`src/shared/hpl_pkg.sv`:
```
// Package for the hub power and language configuration bank.
// Assumes a single 100 MHz core clock and byte-wide configuration access.
package hpl_pkg;

    // Byte addresses of the configuration registers.
    localparam logic [7:0] ADDR_MAX_POWER_SELF = 8'h0C;
    localparam logic [7:0] ADDR_MAX_POWER_BUS = 8'h0D;
    localparam logic [7:0] ADDR_CTRL_CURRENT_SELF = 8'h0E;
    localparam logic [7:0] ADDR_CTRL_CURRENT_BUS = 8'h0F;
    localparam logic [7:0] ADDR_POWER_GOOD_DELAY = 8'h10;
    localparam logic [7:0] ADDR_LANG_HIGH = 8'h11;
    localparam logic [7:0] ADDR_LANG_LOW = 8'h12;

    // Number of registers and their first address.
    localparam int NUM_REGS = 7;
    localparam logic [7:0] ADDR_FIRST = ADDR_MAX_POWER_SELF;

    // Storage index of each register (address minus first address).
    localparam int IDX_MAX_POWER_SELF = 0;
    localparam int IDX_MAX_POWER_BUS = 1;
    localparam int IDX_CTRL_CURRENT_SELF = 2;
    localparam int IDX_CTRL_CURRENT_BUS = 3;
    localparam int IDX_POWER_GOOD_DELAY = 4;
    localparam int IDX_LANG_HIGH = 5;
    localparam int IDX_LANG_LOW = 6;

    // Reset values; the current bytes reset to 50 decimal, i.e. 100 mA.
    localparam logic [7:0] RST_MAX_POWER_SELF = 8'h00;
    localparam logic [7:0] RST_MAX_POWER_BUS = 8'h00;
    localparam logic [7:0] RST_CTRL_CURRENT_SELF = 8'h32;
    localparam logic [7:0] RST_CTRL_CURRENT_BUS = 8'h32;
    localparam logic [7:0] RST_POWER_GOOD_DELAY = 8'h00;
    localparam logic [7:0] RST_LANG_HIGH = 8'h00;
    localparam logic [7:0] RST_LANG_LOW = 8'h00;

    // Value returned for an address outside the bank.
    localparam logic [7:0] READ_UNMAPPED = 8'h00;

    // Current fields count in steps of 2 mA.
    localparam int CURRENT_STEP_MA = 2;
    // The embedded peripheral of a compound hub reports no draw of its own.
    localparam logic [8:0] EMBEDDED_DRAW_MA = 9'h000;

    // Power-good delay counts in steps of 2 ms.
    localparam int DELAY_STEP_MS = 2;
    localparam int CLK_PERIOD_NS = 10;
    localparam int DELAY_STEP_CYCLES = DELAY_STEP_MS * 1000000 / CLK_PERIOD_NS;

    // Power-good timer states, one-hot.
    typedef enum logic [2:0] {
        HPL_T_IDLE = 3'b001,
        HPL_T_WAIT = 3'b010,
        HPL_T_GOOD = 3'b100
    } hpl_timer_e;

endpackage

```
`src/rtl/hpl_config.sv`:
```
// Configuration byte bank for hub power figures, power-good delay and language code.
// Assumes the configuration source writes bytes on the core clock and that
// the power mode and compound straps arrive asynchronously from pins.
//
// Notes on behaviour
// - Self-supplied max power counts 2 mA steps.
// - Bus-supplied max power counts 2 mA steps.
// - Embedded peripheral reports 0 mA when compound.
// - Self-supplied controller current counts 2 mA steps.
// - Self controller current resets to 50 decimal.
// - Bus-supplied controller current counts 2 mA steps.
// - Bus controller current resets to 50 decimal.
// - Power-good delay counts 2 ms steps.
// - Language high byte gives code bits 15:8.
// - Language low byte gives code bits 7:0.
//
// The bank holds seven byte registers at consecutive addresses. Each byte
// is loaded by a write strobe and read back one cycle after a read strobe.
// Nothing in the bank checks that a value is sensible: the ceilings on the
// self-supplied figures are the duty of whoever fills the bank.
//
// The descriptor outputs are all registered. A write therefore reaches them
// one clock edge after the write edge, and a strap change after three edges.
// The hub core is expected to sample them at its own pace, so the extra
// latency costs nothing while it keeps every descriptor output glitch free.
//
// The power-good timer counts whole delay units of the configured length.
// It reads the delay byte live, so a write during a wait takes effect at
// once; the configuration source should not do that during normal use.
`timescale 1ns/10ps
module hpl_config #(
    parameter int DELAY_STEP_CYCLES = hpl_pkg::DELAY_STEP_CYCLES
) (
    // Clock, reset and clock enable.
    input wire logic CLK,
    input wire logic RESETN,
    input wire logic CE,
    // Configuration byte access.
    input wire logic CFG_WE,
    input wire logic CFG_RE,
    input wire logic [7:0] CFG_ADDR,
    input wire logic [7:0] CFG_WDATA,
    output logic [7:0] CFG_RDATA,
    output logic CFG_HIT,
    // Operating mode straps from pins.
    input wire logic SELF_POWERED,
    input wire logic COMPOUND,
    // Port power sequencing from the hub core.
    input wire logic PORT_POWER_ON,
    output logic PORT_POWER_GOOD,
    // Descriptor fields presented to the hub core.
    output logic [7:0] DESC_MAX_POWER,
    output logic [8:0] DESC_MAX_POWER_MA,
    output logic [7:0] DESC_CTRL_CURRENT,
    output logic [8:0] DESC_CTRL_CURRENT_MA,
    output logic [7:0] DESC_POWER_GOOD_DELAY,
    output logic [15:0] DESC_LANG_ID,
    output logic [8:0] DESC_EMBEDDED_MA,
    output logic DESC_SELF_POWERED
);

    // Reset value of each storage entry, indexed like the storage.
    localparam logic [7:0] RST_TABLE [hpl_pkg::NUM_REGS] = '{
        hpl_pkg::RST_MAX_POWER_SELF,
        hpl_pkg::RST_MAX_POWER_BUS,
        hpl_pkg::RST_CTRL_CURRENT_SELF,
        hpl_pkg::RST_CTRL_CURRENT_BUS,
        hpl_pkg::RST_POWER_GOOD_DELAY,
        hpl_pkg::RST_LANG_HIGH,
        hpl_pkg::RST_LANG_LOW
    };

    // Last count of one delay unit. Eighteen bits hold one unit at the core
    // clock; a shorter step is used only to keep simulation runs brief.
    localparam logic [17:0] STEP_LAST = 18'(DELAY_STEP_CYCLES - 1);
    // Scale factor from a current byte to milliamperes.
    localparam logic [8:0] STEP_MA = 9'(hpl_pkg::CURRENT_STEP_MA);

    // Register storage and access decode.
    logic [7:0] regs_q [hpl_pkg::NUM_REGS];
    logic [7:0] reg_index;
    logic addr_hit;
    logic [7:0] read_word;

    // Synchroniser stages; only the second stage feeds any logic.
    logic self_meta_q;
    logic self_sync_q;
    logic comp_meta_q;
    logic comp_sync_q;

    logic [7:0] sel_max_power;
    logic [7:0] sel_ctrl_current;
    // Values chosen by power mode, in raw bytes and in milliamperes.
    logic [8:0] sel_max_power_ma;
    logic [8:0] sel_ctrl_current_ma;
    logic [15:0] lang_code;

    // Power-good timer state and counters.
    hpl_pkg::hpl_timer_e state_q;
    hpl_pkg::hpl_timer_e state_d;
    logic [17:0] step_cnt_q;
    logic [17:0] step_cnt_d;
    logic [7:0] unit_cnt_q;
    logic [7:0] unit_cnt_d;
    logic step_done;
    logic units_done;

    // Address decode: the bank is a contiguous run of byte addresses.
    // The subtraction wraps for addresses below the bank, so the lower bound
    // is tested on the address itself and the upper bound on the index.
    assign reg_index = CFG_ADDR - hpl_pkg::ADDR_FIRST;
    assign addr_hit = (CFG_ADDR >= hpl_pkg::ADDR_FIRST) &&
                      (reg_index < 8'(hpl_pkg::NUM_REGS));
    assign CFG_HIT = addr_hit && (CFG_WE || CFG_RE);

    // Storage: one byte per register, each loaded when its address is written.
    // A write outside the bank matches no entry and is simply dropped.
    // The two controller current bytes come out of reset at 100 mA, the rest
    // at zero, so an unconfigured hub still reports a legal controller draw.
    generate
        for (genvar i = 0; i < hpl_pkg::NUM_REGS; i++) begin : g_reg
            logic wr_this;
            assign wr_this = CFG_WE && addr_hit && (reg_index == 8'(i));
            always_ff @(posedge CLK or negedge RESETN) begin
                if (!RESETN) begin
                    regs_q[i] <= RST_TABLE[i];
                end else if (CE && wr_this) begin
                    regs_q[i] <= CFG_WDATA;
                end
            end
        end
    endgenerate

    // Read-back selection; unmapped addresses return a fixed value.
    assign read_word = addr_hit ? regs_q[reg_index[2:0]] : hpl_pkg::READ_UNMAPPED;

    // Read data is registered so it is stable for the cycle after the request.
    // It then holds until the next read, so a slow reader may take its time.
    // A read and a write in the same cycle return the old contents.
    always_ff @(posedge CLK or negedge RESETN) begin
        if (!RESETN) begin
            CFG_RDATA <= 8'h00;
        end else if (CE && CFG_RE) begin
            CFG_RDATA <= read_word;
        end
    end

    // Two-stage synchronisers for the asynchronous mode straps.
    // The straps come from pins and may move at any time; reading the first
    // stage anywhere would let a metastable value spread into the selection.
    // Both straps reset low, so the bank starts in bus-supplied mode.
    always_ff @(posedge CLK or negedge RESETN) begin
        if (!RESETN) begin
            self_meta_q <= 1'b0;
            self_sync_q <= 1'b0;
            comp_meta_q <= 1'b0;
            comp_sync_q <= 1'b0;
        end else if (CE) begin
            self_meta_q <= SELF_POWERED;
            self_sync_q <= self_meta_q;
            comp_meta_q <= COMPOUND;
            comp_sync_q <= comp_meta_q;
        end
    end

    // The selection below uses only the synchronised mode, so the self and
    // bus figures never mix within one descriptor field.
    // Mode based selection.
    assign sel_max_power = self_sync_q ? regs_q[hpl_pkg::IDX_MAX_POWER_SELF]
                                       : regs_q[hpl_pkg::IDX_MAX_POWER_BUS];
    assign sel_ctrl_current = self_sync_q ? regs_q[hpl_pkg::IDX_CTRL_CURRENT_SELF]
                                          : regs_q[hpl_pkg::IDX_CTRL_CURRENT_BUS];

    // Scaling to milliamperes: a byte of 255 gives 510 mA, which needs nine
    // bits, hence the zero extension before the product.
    // Mode-selected value scaling.
    assign sel_max_power_ma = {1'b0, sel_max_power} * STEP_MA;
    assign sel_ctrl_current_ma = {1'b0, sel_ctrl_current} * STEP_MA;

    assign lang_code = {regs_q[hpl_pkg::IDX_LANG_HIGH], regs_q[hpl_pkg::IDX_LANG_LOW]};

    // Descriptor fields are registered so a mode change shows as one clean step.
    // The embedded peripheral reports no draw when the hub is compound, as its
    // consumption is already counted in the hub's own maximum-power figure.
    // Outside compound mode the field simply mirrors the selected figure.
    always_ff @(posedge CLK or negedge RESETN) begin
        if (!RESETN) begin
            DESC_MAX_POWER <= 8'h00;
            DESC_MAX_POWER_MA <= 9'h000;
            DESC_CTRL_CURRENT <= 8'h00;
            DESC_CTRL_CURRENT_MA <= 9'h000;
            DESC_POWER_GOOD_DELAY <= 8'h00;
            DESC_LANG_ID <= 16'h0000;
            DESC_EMBEDDED_MA <= 9'h000;
            DESC_SELF_POWERED <= 1'b0;
        end else if (CE) begin
            DESC_MAX_POWER <= sel_max_power;
            DESC_MAX_POWER_MA <= sel_max_power_ma;
            DESC_CTRL_CURRENT <= sel_ctrl_current;
            DESC_CTRL_CURRENT_MA <= sel_ctrl_current_ma;
            DESC_POWER_GOOD_DELAY <= regs_q[hpl_pkg::IDX_POWER_GOOD_DELAY];
            DESC_LANG_ID <= lang_code;
            DESC_EMBEDDED_MA <= comp_sync_q ? hpl_pkg::EMBEDDED_DRAW_MA : sel_max_power_ma;
            DESC_SELF_POWERED <= self_sync_q;
        end
    end

    // Power-good timer terminal conditions.
    // A delay of zero gives power good on the edge after the wait begins.
    assign step_done = (step_cnt_q == STEP_LAST);
    assign units_done = (unit_cnt_q == regs_q[hpl_pkg::IDX_POWER_GOOD_DELAY]);

    // Power good timing.
    // The timer runs while power-on is held, counting whole 2 ms units.
    // Dropping power-on mid-wait abandons the count; the idle state clears
    // both counters so the next request always starts from zero.
    // An unexpected state code falls back to idle through the default branch.
    always_comb begin
        state_d = state_q;
        step_cnt_d = step_cnt_q;
        unit_cnt_d = unit_cnt_q;
        case (state_q)
            hpl_pkg::HPL_T_IDLE: begin
                step_cnt_d = 18'h00000;
                unit_cnt_d = 8'h00;
                if (PORT_POWER_ON) begin
                    state_d = hpl_pkg::HPL_T_WAIT;
                end
            end
            hpl_pkg::HPL_T_WAIT: begin
                if (!PORT_POWER_ON) begin
                    state_d = hpl_pkg::HPL_T_IDLE;
                end else if (units_done) begin
                    state_d = hpl_pkg::HPL_T_GOOD;
                end else if (step_done) begin
                    step_cnt_d = 18'h00000;
                    unit_cnt_d = unit_cnt_q + 8'h01;
                end else begin
                    step_cnt_d = step_cnt_q + 18'h00001;
                end
            end
            hpl_pkg::HPL_T_GOOD: begin
                if (!PORT_POWER_ON) begin
                    state_d = hpl_pkg::HPL_T_IDLE;
                end
            end
            default: begin
                state_d = hpl_pkg::HPL_T_IDLE;
            end
        endcase
    end

    // Timer state registers; a low clock enable freezes the count.
    always_ff @(posedge CLK or negedge RESETN) begin
        if (!RESETN) begin
            state_q <= hpl_pkg::HPL_T_IDLE;
            step_cnt_q <= 18'h00000;
            unit_cnt_q <= 8'h00;
        end else if (CE) begin
            state_q <= state_d;
            step_cnt_q <= step_cnt_d;
            unit_cnt_q <= unit_cnt_d;
        end
    end

    // Power good is a registered level, dropped as soon as power-on falls.
    // It is taken from the next state so that it rises in step with the
    // timer entering the good state rather than one cycle later.
    always_ff @(posedge CLK or negedge RESETN) begin
        if (!RESETN) begin
            PORT_POWER_GOOD <= 1'b0;
        end else if (CE) begin
            PORT_POWER_GOOD <= (state_d == hpl_pkg::HPL_T_GOOD);
        end
    end

endmodule

```
`config.mk`:
```
export PLATFORM = sky130hd
export DESIGN_NAME = hpl_config
export DESIGN_NICKNAME = d
export VERILOG_FILES = /design/src/shared/hpl_pkg.sv /design/src/rtl/hpl_config.sv
export SDC_FILE = /design/constraint.sdc
export NUM_CORES = 1
export LEC_CHECK = 0
export BUFFER_PORTS_ARGS = -buffer_cell sky130_fd_sc_hd__buf_4
export CAP_MARGIN = 40
export CELL_PAD_IN_SITES_DETAIL_PLACEMENT = 1
export CELL_PAD_IN_SITES_GLOBAL_PLACEMENT = 1
export CORE_MARGIN = 1
export CORE_UTILIZATION = 41
export DETAILED_ROUTE_END_ITERATION = 8
export GPL_TIMING_DRIVEN = 1
export PLACE_DENSITY_LB_ADDON = 0.2
export SETUP_SLACK_MARGIN = 0.1
export SYNTH_ARGS = -nofsm -noshare
export SYNTH_HDL_FRONTEND = slang
export SYNTH_SLANG_ARGS = --single-unit
```
`constraint.sdc`:
```
create_clock -name CLK -period 2.3 [get_ports CLK]
set_input_delay 0.23 -clock CLK [delete_from_list [all_inputs] [get_ports CLK]]
set_output_delay 0.23 -clock CLK [all_outputs]
set_load 0.05 [all_outputs]
```
==> results.toml <==
[outcome]
status = "finished, violations left"
violations = "negative setup slack"

[sta]
setup_tns_ps = -244
hold_viol = 0
setup_viol = 11
relSlewSlack_pct = 45.6
fin_crit_ps = 2340
grt_setup_unrepaired = "yes"
max_freq_ghz = 0.427
period_share_pct = 102
tightest_slew_ps = 815
skew_ps = 7.74
slew_violations = 0
setup_ws_ps = -39.2

[worst_setup_path]
critical-path-top-delay-family = "simple AND/OR/NAND/NOR gates"
worstSetupPathType = "reg -> reg"
crit_path_cell_trace = "or4b_1 > or4_4 > o21a_4 > buf_6 > a21o_1 > a22o_1"
end_kind = "flop"
cp_slowest_cell = "or4_4"
worstPathArrival_ps = 2650
path_max_fanout = 8
startpoint_type = "flop"
timing.critical_path.buf_inv = 1
cp_slowest_stage_delay_ps = 560
cp.required_ps = 2610

[yosys]
synth_top_family_by_area = "multiplexers"
synth_compound_area_share_pct = 10.8
synthSimpleGateAreaFrac_pct = 10.0
synth_cell_types = 52
ys.flop_type = "dfrtp_1"
yosysTopAreaCell = "dfrtp_1"
synth_xor_area_share_pct = 1.13
synth_edf_count = 0
syn-cell-area_um2 = 6970
synth_adder_area_share_pct = 0.718
yosysTopAreaCellShare_pct = 50.3
synth-seq-area-share_pct = 52.9
muxShareOfSynthArea_pct = 19.9
yosysWarnings = 0
async_reset_ff_share_pct = 100
ys_seq_elements = 147
syn_inst = 592
syn_area_per_cell_um2 = 11.8
synth.area.top_cells = "dfrtp_1 50%, mux2_2 14%, mux2i_1 3.4%"

[finish]
finalNetCount = 739
layout-drive-gt1-share_pct = 40.9
final_common_cell = "dfrtp_1"
areaGrowthSynthToFinish_pct = 27.0
multi_input_comb_area_um2 = 3120
post-route-util_pct = 53.4
layout.area.seq_um2 = 3690
final_cell_mix = "140 x dfrtp_1, 131 x buf_4, 85 x mux2_2, 50 x nor2_1, 36 x a21oi_1"
design_area_um2 = 8850
n_antenna_cell = 0
fill_cells = 1777
layoutNonFillerInstCount = 944

[global_route]
grt_pass1_vias = 5491
antenna_found_initial = 0
grt_use_total_pct = 22.8
grt_max_degree = 77
grt_pass1_wl_mm = 30.6
overflow = 0

[drt]
vias = 5102
drtIter0Drc = 257
drc = 0
wl_mm = 18.7
vias_per_cell = 5.40
dr.pass1.iters = 4
ant_nets = 0
wire_per_inst_um = 19.8

[clocking]
cts_buffers = 17
clk_path_buf_depth = 2
cts-root-buf = "clkbuf_16"
worstSkewPairLatency_ps = 420
htreeDepth = 4
path_clk_slew_ps = 60
clkSinkCount = 147
cts_tree = "built"

[floorplan]
io-pin-count = 102
start_util_pct = 42.0
num_rows = 47
die_w_um = 132
dieHeight_um = 132
dieArea_um2 = 17500
core-area_um2 = 16600

[place]
io_buffer_count = 98
placed_cell_area_um2 = 8170
gp_congestion = 0.846
hpwl_mm = 13.5
place_inst = 908

[pwr]
peakVddDrop_uv = 552
power_leakage_nw = 4.24
power.density_nw_per_um2 = 757

[job]
cap_violations = 0

[min_path]
hold_class = "in -> reg"
[what timing repair did]
item | CTS | global route
hold buffers | 1 | 0
endpoints found under the hold margin | 54 | 0
buffers inserted | 1 | 2
endpoints found under the setup margin | 25 | 26
pin swaps | 17 | 4
gates cloned | 0 | 0
resized for setup | 12 | 12
[per-layer routing]
layer	global-route usage, %	routed length [µm]
met5	0	0
met4	8.05	393
met3	3.69	696
met2	40.0	9770
met1	28.5	7820
[final cells by class]
class,instances,area share [%]
clock buffer,23,5.40
multi-input combinational,385,35.2
clock inverter,9,0.918
inverter,18,0.763
sequential,147,41.6
timing repair buffer,142,13.0
tap,220,3.11
[registers in the layout (all words and copies together) (netlist names)]
| register | flops |
|---|---|
| lang_code | 16 |
| unit_cnt_q | 8 |
| DESC_EMBEDDED_MA | 8 |
| PORT_POWER_GOOD | 1 |
| DESC_CTRL_CURRENT | 8 |
| DESC_LANG_ID | 16 |
| DESC_SELF_POWERED | 1 |
| comp_meta_q | 1 |
| step_cnt_q | 18 |
| self_sync_q | 1 |
| CFG_RDATA | 8 |
| comp_sync_q | 1 |
| state_q | 3 |
| self_meta_q | 1 |
| DESC_POWER_GOOD_DELAY | 8 |
| DESC_MAX_POWER | 8 |
| regs_q | 40 |
[cells by family (layout without fill, tap and decap cells)]
group / Yosys count / count (layout)
and+or+nand+nor: 135 / 135
other: 1 / 3
adders and majority gates: 4 / 4
DFF: 147 / 147
muxes: 118 / 118
buffers and inverters: 62 / 192
xor gates and xnor gates: 9 / 9
AOI/OAI and AO/OA: 116 / 116
[synthesized netlist by cell type, types with 4 or more instances]
library cell	number
or4_1	5
mux2_2	86
ha_1	4
a22o_1	17
a21oi_1	38
nand4_1	5
xnor2_1	9
a21o_1	8
inv_1	18
and3_1	4
buf_1	5
nand3b_1	4
o22ai_1	10
nor2_1	50
dfstp_2	7
nor3_1	4
dfrtp_1	140
clkbuf_1	19
nand2_1	21
nand3_1	13
buf_4	19
o31ai_1	8
o21ai_0	18
mux4_2	8
nor2b_1	6
mux2i_1	24
[power breakdown]
group | internal [W] | switching (W)
Combinational | 0.000461 | 0.000818
Sequential | 0.00269 | 0.000102
Clock | 0.00157 | 0.00106
[worst paths after layout]
path                                            start                       endpoint  slack, ps  depth (start not counted)
setup / recovery           step_cnt_q[13]$_DFFE_PN0P_     step_cnt_q[10]$_DFFE_PN0P_        -40                          6
hold / removal                               COMPOUND        comp_meta_q$_DFFE_PN0P_         50                          2
setup reg to reg           step_cnt_q[13]$_DFFE_PN0P_     step_cnt_q[10]$_DFFE_PN0P_        -40                          6
hold reg to reg               comp_sync_q$_DFFE_PN0P_        comp_sync_q$_DFFE_PN0P_        510                          1
max in group asynchronous                      RESETN         regs_q[37]$_DFFE_PN1P_       1240                          3
min in group asynchronous                      RESETN  DESC_MAX_POWER[5]$_DFFE_PN0P_        390                          2
[stage by stage]
step	hold WS [ps]	setup WS (ps)	total power, W
after detailed placement	261	-147	0.00404
final	49.6	-39.2	0.00670
after CTS	37.8	-28.8	0.00672
after global placement	253	-134	0.00398
after global routing	48.0	-132	0.00697
after floorplan	-65.6	-73.2	0.00358
Power figures use the tool's default switching activity.
